## src/scw_consts.svh

```systemverilog
// timing constants for the scan cycle watchdog
`ifndef SCW_CONSTS_SVH
`define SCW_CONSTS_SVH
`define SCW_CLK_HZ 50000000
`define SCW_FATAL_CODE 8'h9F
`define SCW_EXTEND_OPCODE 8'h94
`define SCW_LONG_CYCLE_MS 100
`define SCW_CEILING_MS 6500
`define SCW_EDIT_MAX_MS 260
`define SCW_OVERSEE_US 700
`define SCW_IO_GROUP_US 20
`define SCW_PERIPH_MIN_US 260
`define SCW_PERIPH_PCT 5
`define SCW_REMOTE_MASTER_US 1100
`define SCW_SLAVE_WORD_US 170
`define SCW_US_CYCLES (`SCW_CLK_HZ / 1000000)
`define SCW_MS_US 1000
`define SCW_DEF_LIMIT_MS 130
`endif

```

## src/scw_pkg.sv

```systemverilog
// types for the scan cycle watchdog
package scw_pkg;
  typedef enum logic [3:0] {
    SCW_OVERSEE = 4'h1,
    SCW_RUN = 4'h2,
    SCW_EDIT = 4'h4,
    SCW_HALT = 4'h8
  } scw_state_type;
endpackage : scw_pkg

```

## src/scw_tick.sv

```systemverilog
// microsecond and millisecond tick divider
`timescale 1ns/10ps
`include "scw_consts.svh"
module scw_tick #(
  parameter int unsigned US_CYCLES = `SCW_US_CYCLES
) (
  // clock and reset
  input wire logic ref_clk_in,
  input wire logic nrst_in,
  // restart the divider
  input wire logic clear_in,
  // ticks
  output logic us_tick_out,
  output logic ms_tick_out
);
  logic [7:0] div_q;
  logic [9:0] us_q;
  always_ff @(posedge ref_clk_in) begin
    if (!nrst_in || clear_in) begin
      div_q <= 8'h00;
    end else if (div_q == 8'(US_CYCLES - 1)) begin
      div_q <= 8'h00;
    end else begin
      div_q <= div_q + 8'h01;
    end
  end
  always_ff @(posedge ref_clk_in) begin
    if (!nrst_in || clear_in) begin
      us_q <= 10'h000;
    end else if (div_q == 8'(US_CYCLES - 1)) begin
      us_q <= (us_q == 10'(`SCW_MS_US - 1)) ? 10'h000 : us_q + 10'h001;
    end
  end
  assign us_tick_out = (div_q == 8'(US_CYCLES - 1));
  assign ms_tick_out = us_tick_out && (us_q == 10'(`SCW_MS_US - 1));
endmodule : scw_tick

```

## src/scw_top.sv

```systemverilog
// scan cycle watchdog: cycle timing, limits and online edit suspension
// Summary of operation
// - each cycle is timed and one longer than the limit raises fatal code 9F and halts.
// - executing the extension instruction 94 lengthens the limit for this cycle.
// - a cycle of 100 ms or more sets the cycle time error flag without halting.
// - a cycle reaching 6500 ms raises fatal 9F whatever extension was applied.
// - an online rewrite suspends execution for at most 260 ms with interrupts masked.
// - during the edit suspension no long cycle warning or error is raised.
// - the cycle is a fixed 0.7 ms overseeing phase plus execution, refresh and servicing.
// - basic refresh costs 20 us per eight points, 12 point units counted as 16.
// - peripheral servicing is zero with no tool attached, else max of 0.26 ms and 5 pct.
// - remote refresh adds 1.1 ms per master unit and 0.17 ms per slave word.
`timescale 1ns/10ps
`include "scw_consts.svh"
module scw_top #(
  parameter int unsigned EDIT_MS = `SCW_EDIT_MAX_MS
) (
  // clock and reset
  input wire logic ref_clk_in,
  input wire logic nrst_in,
  // cycle control from the execution engine
  input wire logic cycle_end_in,
  input wire logic watchdog_extend_instr_in,
  input wire logic [15:0] extend_ms_in,
  input wire logic [15:0] limit_ms_in,
  // online edit request from the programming port (pins)
  input wire logic edit_req_in,
  input wire logic tool_attached_in,
  // configuration for the cycle estimate
  input wire logic [7:0] io_points8_in,
  input wire logic [7:0] io_points12_in,
  input wire logic [7:0] io_points16_in,
  input wire logic [3:0] remote_masters_in,
  input wire logic [7:0] slave_words_in,
  input wire logic [15:0] exec_us_in,
  // status
  output logic run_enable_out,
  output logic irq_mask_out,
  output logic cycle_time_error_flag_out,
  output logic fatal_alarm_out,
  output logic [7:0] fatal_code_out,
  output logic [15:0] last_cycle_ms_out,
  output logic [23:0] est_cycle_us_out
);
  localparam int unsigned OVS_CYC = `SCW_OVERSEE_US * `SCW_US_CYCLES;
  scw_pkg::scw_state_type st_q;
  logic [15:0] ms_q;
  logic [16:0] lim_q;
  logic [15:0] ovs_q;
  logic [19:0] ed_q;
  logic edit_done_q;
  logic er_s1_q, er_s2_q, ta_s1_q, ta_s2_q;
  logic us_tick, ms_tick, restart;
  logic ceil_hit, over_lim, go_halt, go_edit;
  logic [17:0] lim_sum;
  logic [23:0] base_us, io_us, per_us;

  always_ff @(posedge ref_clk_in) begin
    er_s1_q <= nrst_in ? edit_req_in : 1'b0;
    er_s2_q <= nrst_in ? er_s1_q : 1'b0;
    ta_s1_q <= nrst_in ? tool_attached_in : 1'b0;
    ta_s2_q <= nrst_in ? ta_s1_q : 1'b0;
  end

  // overrun tests; the ceiling is kept apart so no extension can mask it
  assign ceil_hit = ms_tick &&
                    (ms_q + 16'h0001 >= 16'(`SCW_CEILING_MS));
  assign over_lim = ms_tick && ({1'b0, ms_q} + 17'h00001 > lim_q);
  assign go_halt = ceil_hit || over_lim;
  // one suspension per cycle, so a held request cannot stall execution
  assign go_edit = er_s2_q && !edit_done_q;
  // a cycle end that loses to a halt or an edit does not restart timing;
  // tick divider restarts with each cycle so ms counts align to its start
  assign restart = (st_q == scw_pkg::SCW_RUN) && cycle_end_in &&
                   !go_halt && !go_edit;
  scw_tick u_tick (
    .ref_clk_in(ref_clk_in),
    .nrst_in(nrst_in),
    .clear_in(restart),
    .us_tick_out(us_tick),
    .ms_tick_out(ms_tick)
  );

  always_ff @(posedge ref_clk_in) begin
    if (!nrst_in) begin
      st_q <= scw_pkg::SCW_OVERSEE;
    end else begin
      case (st_q)
        scw_pkg::SCW_OVERSEE: begin
          if (ovs_q == 16'(OVS_CYC - 1)) begin
            st_q <= scw_pkg::SCW_RUN;
          end
        end
        scw_pkg::SCW_RUN: begin
          if (go_halt) begin
            st_q <= scw_pkg::SCW_HALT;
          end else if (go_edit) begin
            st_q <= scw_pkg::SCW_EDIT;
          end else if (cycle_end_in) begin
            st_q <= scw_pkg::SCW_OVERSEE;
          end
        end
        scw_pkg::SCW_EDIT: begin
          // the clamp ends a suspension even while the request is held
          if (!er_s2_q || ed_q == 20'(EDIT_MS * `SCW_MS_US)) begin
            st_q <= scw_pkg::SCW_RUN;
          end
        end
        scw_pkg::SCW_HALT: st_q <= scw_pkg::SCW_HALT;
        default: st_q <= scw_pkg::SCW_HALT;
      endcase
    end
  end

  // overseeing phase counted in clock cycles; wide enough for the full span
  always_ff @(posedge ref_clk_in) begin
    if (!nrst_in || st_q != scw_pkg::SCW_OVERSEE) begin
      ovs_q <= 16'h0000;
    end else begin
      ovs_q <= ovs_q + 16'h0001;
    end
  end

  // set by a suspension, cleared as the next cycle starts
  always_ff @(posedge ref_clk_in) begin
    if (!nrst_in || restart) begin
      edit_done_q <= 1'b0;
    end else if (st_q == scw_pkg::SCW_EDIT) begin
      edit_done_q <= 1'b1;
    end
  end

  // edit time in microseconds; the cycle clock is frozen meanwhile
  always_ff @(posedge ref_clk_in) begin
    if (!nrst_in || st_q != scw_pkg::SCW_EDIT) begin
      ed_q <= 20'h00000;
    end else if (us_tick && ed_q != 20'hFFFFF) begin
      ed_q <= ed_q + 20'h00001;
    end
  end

  // cycle time in ms; frozen while editing so no warning is produced
  always_ff @(posedge ref_clk_in) begin
    if (!nrst_in || restart) begin
      ms_q <= 16'h0000;
    end else if (ms_tick && st_q != scw_pkg::SCW_EDIT &&
                 st_q != scw_pkg::SCW_HALT && ms_q != 16'hFFFF) begin
      ms_q <= ms_q + 16'h0001;
    end
  end

  assign lim_sum = {1'b0, lim_q} + {2'b00, extend_ms_in};
  // limit reloads each cycle; extension only widens it, ceiling still checked
  always_ff @(posedge ref_clk_in) begin
    if (!nrst_in) begin
      lim_q <= 17'(`SCW_DEF_LIMIT_MS);
    end else if (restart || st_q == scw_pkg::SCW_OVERSEE) begin
      lim_q <= {1'b0, limit_ms_in};
    end else if (watchdog_extend_instr_in && st_q == scw_pkg::SCW_RUN) begin
      // saturate so repeated extensions never wrap round to a short limit
      lim_q <= lim_sum[17] ? 17'h1FFFF : lim_sum[16:0];
    end
  end

  always_ff @(posedge ref_clk_in) begin
    if (!nrst_in) begin
      cycle_time_error_flag_out <= 1'b0;
    end else if (st_q != scw_pkg::SCW_EDIT && ms_tick &&
                 ms_q + 16'h0001 >= 16'(`SCW_LONG_CYCLE_MS)) begin
      cycle_time_error_flag_out <= 1'b1;
    end else if (restart) begin
      cycle_time_error_flag_out <= 1'b0;
    end
  end

  always_ff @(posedge ref_clk_in) begin
    if (!nrst_in) begin
      last_cycle_ms_out <= 16'h0000;
    end else if (restart) begin
      last_cycle_ms_out <= ms_q;
    end
  end

  // alarm and code hold until reset; nothing inside the block clears them
  always_ff @(posedge ref_clk_in) begin
    if (!nrst_in) begin
      fatal_alarm_out <= 1'b0;
      fatal_code_out <= 8'h00;
    end else if (st_q == scw_pkg::SCW_HALT) begin
      fatal_alarm_out <= 1'b1;
      fatal_code_out <= `SCW_FATAL_CODE;
    end
  end

  assign run_enable_out = (st_q == scw_pkg::SCW_RUN);
  assign irq_mask_out = (st_q == scw_pkg::SCW_EDIT);

  // static estimate of the cycle in microseconds
  always_comb begin
    io_us = 24'(((32'(io_points8_in) * 8 + 32'(io_points12_in) * 16 +
            32'(io_points16_in) * 16) / 8) * `SCW_IO_GROUP_US);
    io_us = io_us + 24'(32'(remote_masters_in) * `SCW_REMOTE_MASTER_US +
            32'(slave_words_in) * `SCW_SLAVE_WORD_US);
    base_us = 24'(`SCW_OVERSEE_US) + 24'(exec_us_in) + io_us;
    per_us = 24'(32'(base_us) * `SCW_PERIPH_PCT / 100);
    if (!ta_s2_q) begin
      per_us = 24'h000000;
    end else if (per_us < 24'(`SCW_PERIPH_MIN_US)) begin
      per_us = 24'(`SCW_PERIPH_MIN_US);
    end
  end

  // registered so the estimate never shows a ripple of the adders
  always_ff @(posedge ref_clk_in) begin
    if (!nrst_in) begin
      est_cycle_us_out <= 24'h000000;
    end else begin
      est_cycle_us_out <= base_us + per_us;
    end
  end
endmodule : scw_top

```

## config.mk

```make
export PLATFORM = sky130hd
export DESIGN_NAME = scw_top
export DESIGN_NICKNAME = d
export VERILOG_FILES = /design/src/scw_pkg.sv /design/src/scw_tick.sv /design/src/scw_top.sv
export VERILOG_INCLUDE_DIRS = /design/src
export SDC_FILE = /design/constraint.sdc
export NUM_CORES = 1
export LEC_CHECK = 0
export ABC_CLOCK_PERIOD_IN_PS = 40700
export BUFFER_PORTS_ARGS = -buffer_cell sky130_fd_sc_hd__buf_4
export CELL_PAD_IN_SITES_DETAIL_PLACEMENT = 0
export CELL_PAD_IN_SITES_GLOBAL_PLACEMENT = 1
export CORE_ASPECT_RATIO = 0.5
export CORE_MARGIN = 3
export CORE_UTILIZATION = 50
export CTS_CLUSTER_DIAMETER = 120
export DETAILED_ROUTE_END_ITERATION = 7
export PLACE_DENSITY_LB_ADDON = 0.08
export SYNTH_ARGS = -nofsm -noshare
export SYNTH_HDL_FRONTEND = slang
export SYNTH_SLANG_ARGS = --single-unit
```

## constraint.sdc

```tcl
create_clock -name ref_clk_in -period 40.7 [get_ports ref_clk_in]
set_clock_uncertainty 0.1 [all_clocks]
set_input_delay 0 -clock ref_clk_in [delete_from_list [all_inputs] [get_ports ref_clk_in]]
set_output_delay 0 -clock ref_clk_in [all_outputs]
set_load 0.01 [all_outputs]
```

After elaboration in Yosys (flattened, before gate mapping)
Index checks and enable logic that the tools add are counted.
Storage, ports and cells
  register bits after elaboration: 139
  input bits: 90
  output and inout port bits: 52
  word-level logic and storage cells: 101
Cells by class
  add/subtract/negate cells: 14
  multipliers: 4
  div/mod/pow operators: 1
  $lt $le $gt $ge: 4
  equal/unequal tests: 16
  multiplexer cells: 14
  bitwise gates (word level): 1
  reduce and logical (&&, ||, !) cells: 29
Operators by type and width (count)
  2-to-1 mux 24 bit: 2
  adder 16 x 1 -> 16 bit, second input constant: 2
  divider 27 x 7 -> 32 bit, second input constant: 1
  2-to-1 mux 16 bit: 2
  adder 19 x 24 -> 24 bit: 1
  < comparator 24 x 9 -> 1 bit, second input constant: 1
  multiplier 19 x 3 -> 22 bit, second input constant: 1
  adder 20 x 1 -> 20 bit, second input constant: 1
  equality test 20 x 18 -> 1 bit, second input constant: 1
  2-to-1 mux 4 bit: 5
  inequality test 20 bit, second input constant: 1
  adder 17 x 18 -> 19 bit: 1
  adder 16 x 17 -> 18 bit: 1
  adder 17 x 16 -> 18 bit: 1
  adder 10 x 16 -> 17 bit, first input constant: 1
  adder 15 x 16 -> 17 bit: 1
  adder 16 x 1 -> 17 bit, second input constant: 1
  > comparator 17 bit: 1
  2-to-1 mux 17 bit: 1
  equality test 16 bit, second input constant: 1
  >= comparator 16 x 13 -> 1 bit, second input constant: 1
  >= comparator 16 x 7 -> 1 bit, second input constant: 1
  inequality test 16 bit, second input constant: 1
  multiplier 8 x 7 -> 15 bit, second input constant: 1
  other kinds (28): 52

Depth between registers and ports, before layout
Gate-level depths: netlist of run 1.
  depth after elaboration: 11
  mapped depth: 99
  mapped depth without buffers: 90

Cells and area by module
From an unflattened synthesis of run 1, not the netlist that was laid out.
Unflattened totals
  cells, all modules: 1985
  area total of the unflattened synthesis: 16065.4 um^2
Modules (own cells, without submodules)
  scw_top: times used 1, cells each 1888, area each 15189.6 um^2
  scw_tick: times used 1, cells each 97, area each 875.8 um^2

Worst setup path before layout of run 1
Ideal clock, no wire load.
  kind: input to register
  from: input io_points8_in[2]
  to: register est_cycle_us_out[16]
  arrival: 18.622 ns
  required time: 40.472 ns
  path slack: 21.850 ns
  stages on the path: 92
  buffers on the path: 5
  cells stage by stage: inv_1 > fa_1 > inv_1 > ha_1 > fa_1 > a21o_1 > a21oi_1 > xnor2_1 > ha_1 > ha_1 > inv_1 > nor2_1 > nor2_1 > o21bai_1 > a21oi_1 > o21bai_1 > a21oi_1 > xor2_1 > (+56 left out) > fa_1 > a21o_1 > a21o_1 > a21oi_1 > nor2_1 > nor2_1 > o21bai_1 > a21oi_1 > o21bai_1 > a21oi_1 > o21bai_1 > a21oi_1 > o21bai_1 > a21oi_1 > o21bai_1 > a21oi_1 > xor2_1 > nor2_1
Between the ends
  longest elaborated chain between the ends: 11
RTL lines
  start, declared: RTL line scw_top.sv:30  | input wire logic [7:0] io_points8_in,
  adder 11 x 12 -> 13 bit *: RTL line scw_top.sv:200  | io_us = 24'(((32'(io_points8_in) * 8 + 32'(io_points12_in) * 16 +
  adder 13 x 12 -> 14 bit *: RTL line scw_top.sv:200
  multiplier 11 x 3 -> 14 bit (no line) *
  adder 16 x 17 -> 18 bit *: RTL line scw_top.sv:202  | io_us = io_us + 24'(32'(remote_masters_in) * `SCW_REMOTE_MASTER_US +
  adder 17 x 18 -> 19 bit *: RTL line scw_top.sv:204  | base_us = 24'(`SCW_OVERSEE_US) + 24'(exec_us_in) + io_us;
  multiplier 19 x 3 -> 22 bit (no line)
  divider 27 x 7 -> 32 bit: RTL line scw_top.sv:205  | per_us = 24'(32'(base_us) * `SCW_PERIPH_PCT / 100);
  < comparator 24 x 9 -> 1 bit: RTL line scw_top.sv:208  | end else if (per_us < 24'(`SCW_PERIPH_MIN_US)) begin
  2-to-1 mux 24 bit: RTL line scw_top.sv:208
  2-to-1 mux 24 bit: RTL line scw_top.sv:206  | if (!ta_s2_q) begin
  adder 19 x 24 -> 24 bit *: RTL line scw_top.sv:218  | est_cycle_us_out <= base_us + per_us;
  end signal, assigned: RTL line scw_top.sv:218
  end, declared: RTL line scw_top.sv:43  | output logic [23:0] est_cycle_us_out
Every way passes the cells marked *; elsewhere a longest branch is shown, timed or not.
A chain may end at the register's enable or synchronous reset.

Worst setup path in the final report of run 1
Same ends and word-level chain as after synthesis.

==> results.cfg, run 1 <==
[run_status]
status = finished clean

[sta]
period_needed_ns = 22.20
finalHoldViolCount = 0
post-route-period-util_pct = 54.55
fin_tns_setup_ns = 0
rsz0062_at_grt = false
slew_violations = 0
tightest_slew_ns = 1.130
fmax_mhz = 45.04
timing.slew.headroom_pct = 24.51
setup_violations = 0

[critical_path]
crit_type = input port to register
worstPathMaxFanout = 27
slowest_delay_ns = 0.77
slowest_stage = o211a_1
critPathRequiredTime_ns = 40.88
cp-start-kind = input port
crit_top_cell = a21oi_1
endpoint_kind = register
crit_arrival_ns = 22.38

[finish]
antennaDiodeCount = 0
syn2layout_area_growth_pct = 13.10
drive_above_1_share_pct = 12.56
num-nets-final = 2447

[global_route]
antenna_found_initial = 0
grt_pass1_wl_um = 66500
grt_use_total_pct = 23.09
grt_max_degree = 51
grt_pass1_vias = 13490
grt_overflow_total = 0

[clock_tree]
clkSinkCount = 134
cts.clk_slew.worst_paths_ns = 0.06
cts_root_buffer = clkbuf_16
cts_tree = yes
clock_path_buffers = 2
htree_levels = 4
cts-resized-gates = 0
numCtsBuffers = 17
cts_setup_buffers = 0
clkLatencyLatePin_ns = 0.44
cts_hold_buf = 26

[yosys]
ys_top_cells_by_count = 240 x nor2_1, 187 x ha_1, 161 x inv_1
synth.most_common_cell = nor2_1
yosysTopAreaCell = dfxtp_1
synthAdderAreaFrac_pct = 20.77
yosysWarnings = 0
synth_area_um2 = 16100
synthMuxAreaShare_pct = 2.098
synth_xor_area_share_pct = 11.11
async_reset_ff_share_pct = 0
postSynthCellCount = 2000
yosysUniqueCellTypes = 123
synth-seq-area-share_pct = 16.66
avgSynthCellArea_um2 = 8.050
yosysTopAreaCellShare_pct = 16.66
synth_top_family_by_area = compound AO/OA/AOI/OAI gates
synth-simple-area-share_pct = 20.23
synth.area.top_cells = dfxtp_1 17%, ha_1 15%, xnor2_1 5.9%
synth_edf_count = 0
synthFlopType = dfxtp_1
synth_compound_area_share_pct = 22.76
ys_ff_latch = 134

[route]
route.detailed.drc = 0
avgViaCountPerCell = 5.599
drtIter0Drc = 1096
drtAntennaViolNets = 0
post_drt_wl_per_cell_um = 15.63
drtPass1Iterations = 5
routed_wirelength_um = 39970
vias = 14320

[floorplan]
die-area_um2 = 34520
num_rows = 45
core_um2 = 31020
io_pins = 142
die_h_um = 132.9
dieWidth_um = 259.8
initial_core_util_pct = 51.89

[job]
max_cap_viol_count = 0

[placement]
gp_congestion = 0.8981
portBuffers = 135
dpl.hpwl_um = 31090

[worst_hold_path]
hold_path.class = input port to register
[critical path, delay by kind of cell]
family	cells	cell delay, ns
XOR/XNOR	8	2.53
AND/OR/NAND/NOR	15	2.94
multiplexers	3	0.85
buffers and inverters	5	0.30
adder cells (fa/ha/maj)	13	4.85
AO/OA/AOI/OAI	43	10.86
[layout make-up]
| type | instances | area [um2] |
|---|---|---|
| Fill cell | 2952 | 12820 |
| Multi-Input combinational cell | 1632 | 12420 |
| Sequential cell | 134 | 2683 |
| Timing Repair Buffer | 175 | 1379 |
| Inverter | 163 | 611.8 |
| Tap cell | 423 | 529.3 |
| Clock buffer | 20 | 466.7 |
| Clock inverter | 10 | 121.4 |
[routing by layer]
| metal | GRT usage [%] | vias to the layer above | share of wire [%] |
|---|---|---|---|
| met1 | 32.49 | 6640 | 50 |
| met5 | 0 | - | 0 |
| li1 | - | 7358 | - |
| met2 | 38.07 | 295 | 46 |
| met4 | 4.164 | 0 | 0.89 |
| met3 | 3.098 | 24 | 3.9 |
[worst paths after layout]
| path | from | end | slack [ns] | cells after the start |
|---|---|---|---|---|
| min reg2reg | ta_s1_q | ta_s2_q | 0.34 | 1 |
| max reg2reg | ms_q[0] | lim_q[1] | 35.25 | 20 |
| min | extend_ms_in[0] | lim_q[0] | 0.06 | 6 |
| max | io_points8_in[2] | est_cycle_us_out[16] | 18.50 | 87 |
[sequential cells by signal, summed over array words and instances (netlist names)]
register / count
cycle_time_error_flag_out: 1
ed_q: 20
ovs_q: 16
ta_s2_q: 1
st_q: 4
u_tick.us_q: 10
er_s2_q: 1
ms_q: 16
fatal_alarm_out: 1
edit_done_q: 1
last_cycle_ms_out: 16
lim_q: 17
ta_s1_q: 1
est_cycle_us_out: 20
er_s1_q: 1
u_tick.div_q: 8
[cells by family (layout without fill, tap and decap cells)]
family                   after synthesis  in the layout
adder cells (fa/ha/maj)              240            240
multiplexers                          32             32
AO/OA/AOI/OAI                        499            499
buffers and inverters                240            368
XOR/XNOR                             191            191
flip-flops                           134            134
other                                  1              7
AND/OR/NAND/NOR                      663            663
[cell usage in the layout (no fill, tap or decap), drive strengths merged, types with 18 or more instances in the layout]
cell,Yosys,final
o21bai,28,28
o21ai,81,81
fa,47,47
nand4,27,27
nand2b,19,19
or2,18,18
o21a,20,20
mux2i,28,28
and2,27,27
ha,187,187
nand3,70,70
nor2,241,241
nor3,40,40
inv,163,165
o22ai,20,20
and3,25,25
nor2b,26,26
nand2,110,110
a211oi,23,23
dfxtp,134,134
dlygate4sd3,0,26
xnor2,118,118
xor2,72,72
buf,37,149
a21oi,128,128
a21o,44,44
clkbuf,40,20
[per-stage QoR]
step                utilization (%)  worst slack, ns  hold slack (ns)  std cells  instance area, um2
floorplan                         -            21.85          0.02729       2006               16120
global placement              55.95            18.52           0.1081       2501               17360
detailed placement            55.95            18.35           0.1126       2501               17360
CTS                           58.69            18.77          0.02910       2557               18210
global route                  58.69            16.67           0.1256       2557               18210
finish                        58.69            18.50          0.05604       2557               18210
Power of run 1 is left out: the tool's default activity adds up to more than one toggle a clock period on the data nets, which glitch-free logic cannot reach.
==> inputs of run 2 (changes only) <==
Settings changed: ABC_CLOCK_PERIOD_IN_PS 40700 to 20900, CORE_UTILIZATION 50 to 47.
Clock period 40.7 ns to 20.9 ns, I/O delays scaled along.
==> results.cfg, run 2 (synthesized netlist as in run 1, its figures left out) <==
[run_status]
status = finished clean

[placement]
gp_congestion = 0.8871
dp_slack_ns = -0.01234
dp_cells = 2558
dpl.hpwl_um = 32270
portBuffers = 135
place_area_um2 = 17670

[floorplan]
die_h_um = 136.9
io_pins = 142
core_um2 = 33400
initial_core_util_pct = 48.20
dieWidth_um = 267.7
die-area_um2 = 36650
num_rows = 47

[worst_hold_path]
hold_path.class = input port to register

[global_route]
grt_util_met2_pct = 37.99
met3_usage_pct = 2.874
antenna_found_initial = 0
top_usage_layer = met2
grt_use_total_pct = 22.44
grt_max_degree = 51
use_met1_pct = 30.72
grt_pass1_vias = 13700
grt_pass1_wl_um = 67610
grt_overflow_total = 0

[route]
drtPass1Iterations = 5
avgViaCountPerCell = 5.504
drtIter0Drc = 968
route.detailed.drc = 0
vias = 14450
routed_wirelength_um = 40960
drtAntennaViolNets = 0
post_drt_wl_per_cell_um = 15.60

[sta]
period_needed_ns = 19.74
post-route-period-util_pct = 94.43
fmax_mhz = 50.67
timing.slew.headroom_pct = 25.71
tightest_slew_ns = 1.112
setup_violations = 0
worst_slack_ns = 1.165
slew_violations = 0
finalHoldViolCount = 0
hold_slack_ns = 0.02648

[clock_tree]
clock_path_buffers = 2
clkLatencyLatePin_ns = 0.44
clkSinkCount = 134
numCtsBuffers = 17
cts.clk_slew.worst_paths_ns = 0.06
htree_levels = 4
cts_tree = yes
cts_root_buffer = clkbuf_16

[finish]
fillers = 3183
reg_top3 = ed_q x20, est_cycle_us_out x20, lim_q x17
num-nets-final = 2495
antennaDiodeCount = 0
layout_commonest_cell = nor2_1
final_cell_mix = 239 x nor2_1, 197 x buf_4, 182 x ha_1
syn2layout_area_growth_pct = 17.75
drive_above_1_share_pct = 16.48
multi_input_area_um2 = 12770
fin_area_um2 = 18960
regArea_um2 = 2683
fin_cells = 2625

[critical_path]
slowest_delay_ns = 0.58
crit_type = input port to register
slowest_stage = or4_4
worstPathMaxFanout = 18
crit_top_cell = a21oi_1
crit_arrival_ns = 19.91
critPathRequiredTime_ns = 21.08
endpoint_kind = register
cp-start-kind = input port

[job]
max_cap_viol_count = 0
run 2: worst paths after layout:
kind | cells past startpoint | slack (ns) | to | start
max | 89 | 1.16 | est_cycle_us_out[16] | io_points8_in[2]
min | 6 | 0.03 | lim_q[0] | extend_ms_in[0]
max reg2reg | 21 | 15.45 | lim_q[1] | ms_q[0]
min reg2reg | 1 | 0.34 | ta_s2_q | ta_s1_q
run 2: layout make-up:
type / count / share of cell area (%)
sequential: 134 / 14.15
inverter: 163 / 3.228
timing repair buffer: 223 / 9.174
tap: 441 / 2.911
multi-input combinational: 1632 / 67.37
clock buffer: 22 / 2.396
clock inverter: 10 / 0.7656
run 2: per-stage QoR:
step	setup TNS, ns	util [%]
final	0	56.75
after global routing	-0.3092	56.75
after CTS	0	55.49
after detailed placement	-0.02392	52.91
after global placement	-0.1172	52.91
after floorplan	0	-
run 2: worst max-delay path, delay by kind of cell:
family | cells | cell delay, ns
AOI/OAI and AO/OA | 48 | 10.16
adders and majority gates | 13 | 4.72
and+or+nand+nor | 14 | 2.80
muxes | 2 | 0.56
xor gates and xnor gates | 5 | 0.85
buffers and inverters | 7 | 0.77
run 2: timing repair:
item,CTS,global route
hold endpoints to repair,27,0
hold buffers,26,0
resized for setup,0,71
setup endpoints to repair,0,11
buffers inserted,0,9
run 2: layer usage:
metal | part of all wire [%] | vias up | wire [um]
li1 | - | 7450 | -
met1 | 49 | 6691 | 20080
met2 | 46 | 276 | 19030
met3 | 3.5 | 30 | 1438
met4 | 1.0 | 0 | 410
met5 | 0 | - | 0
Power of run 2 is left out for the same reason.
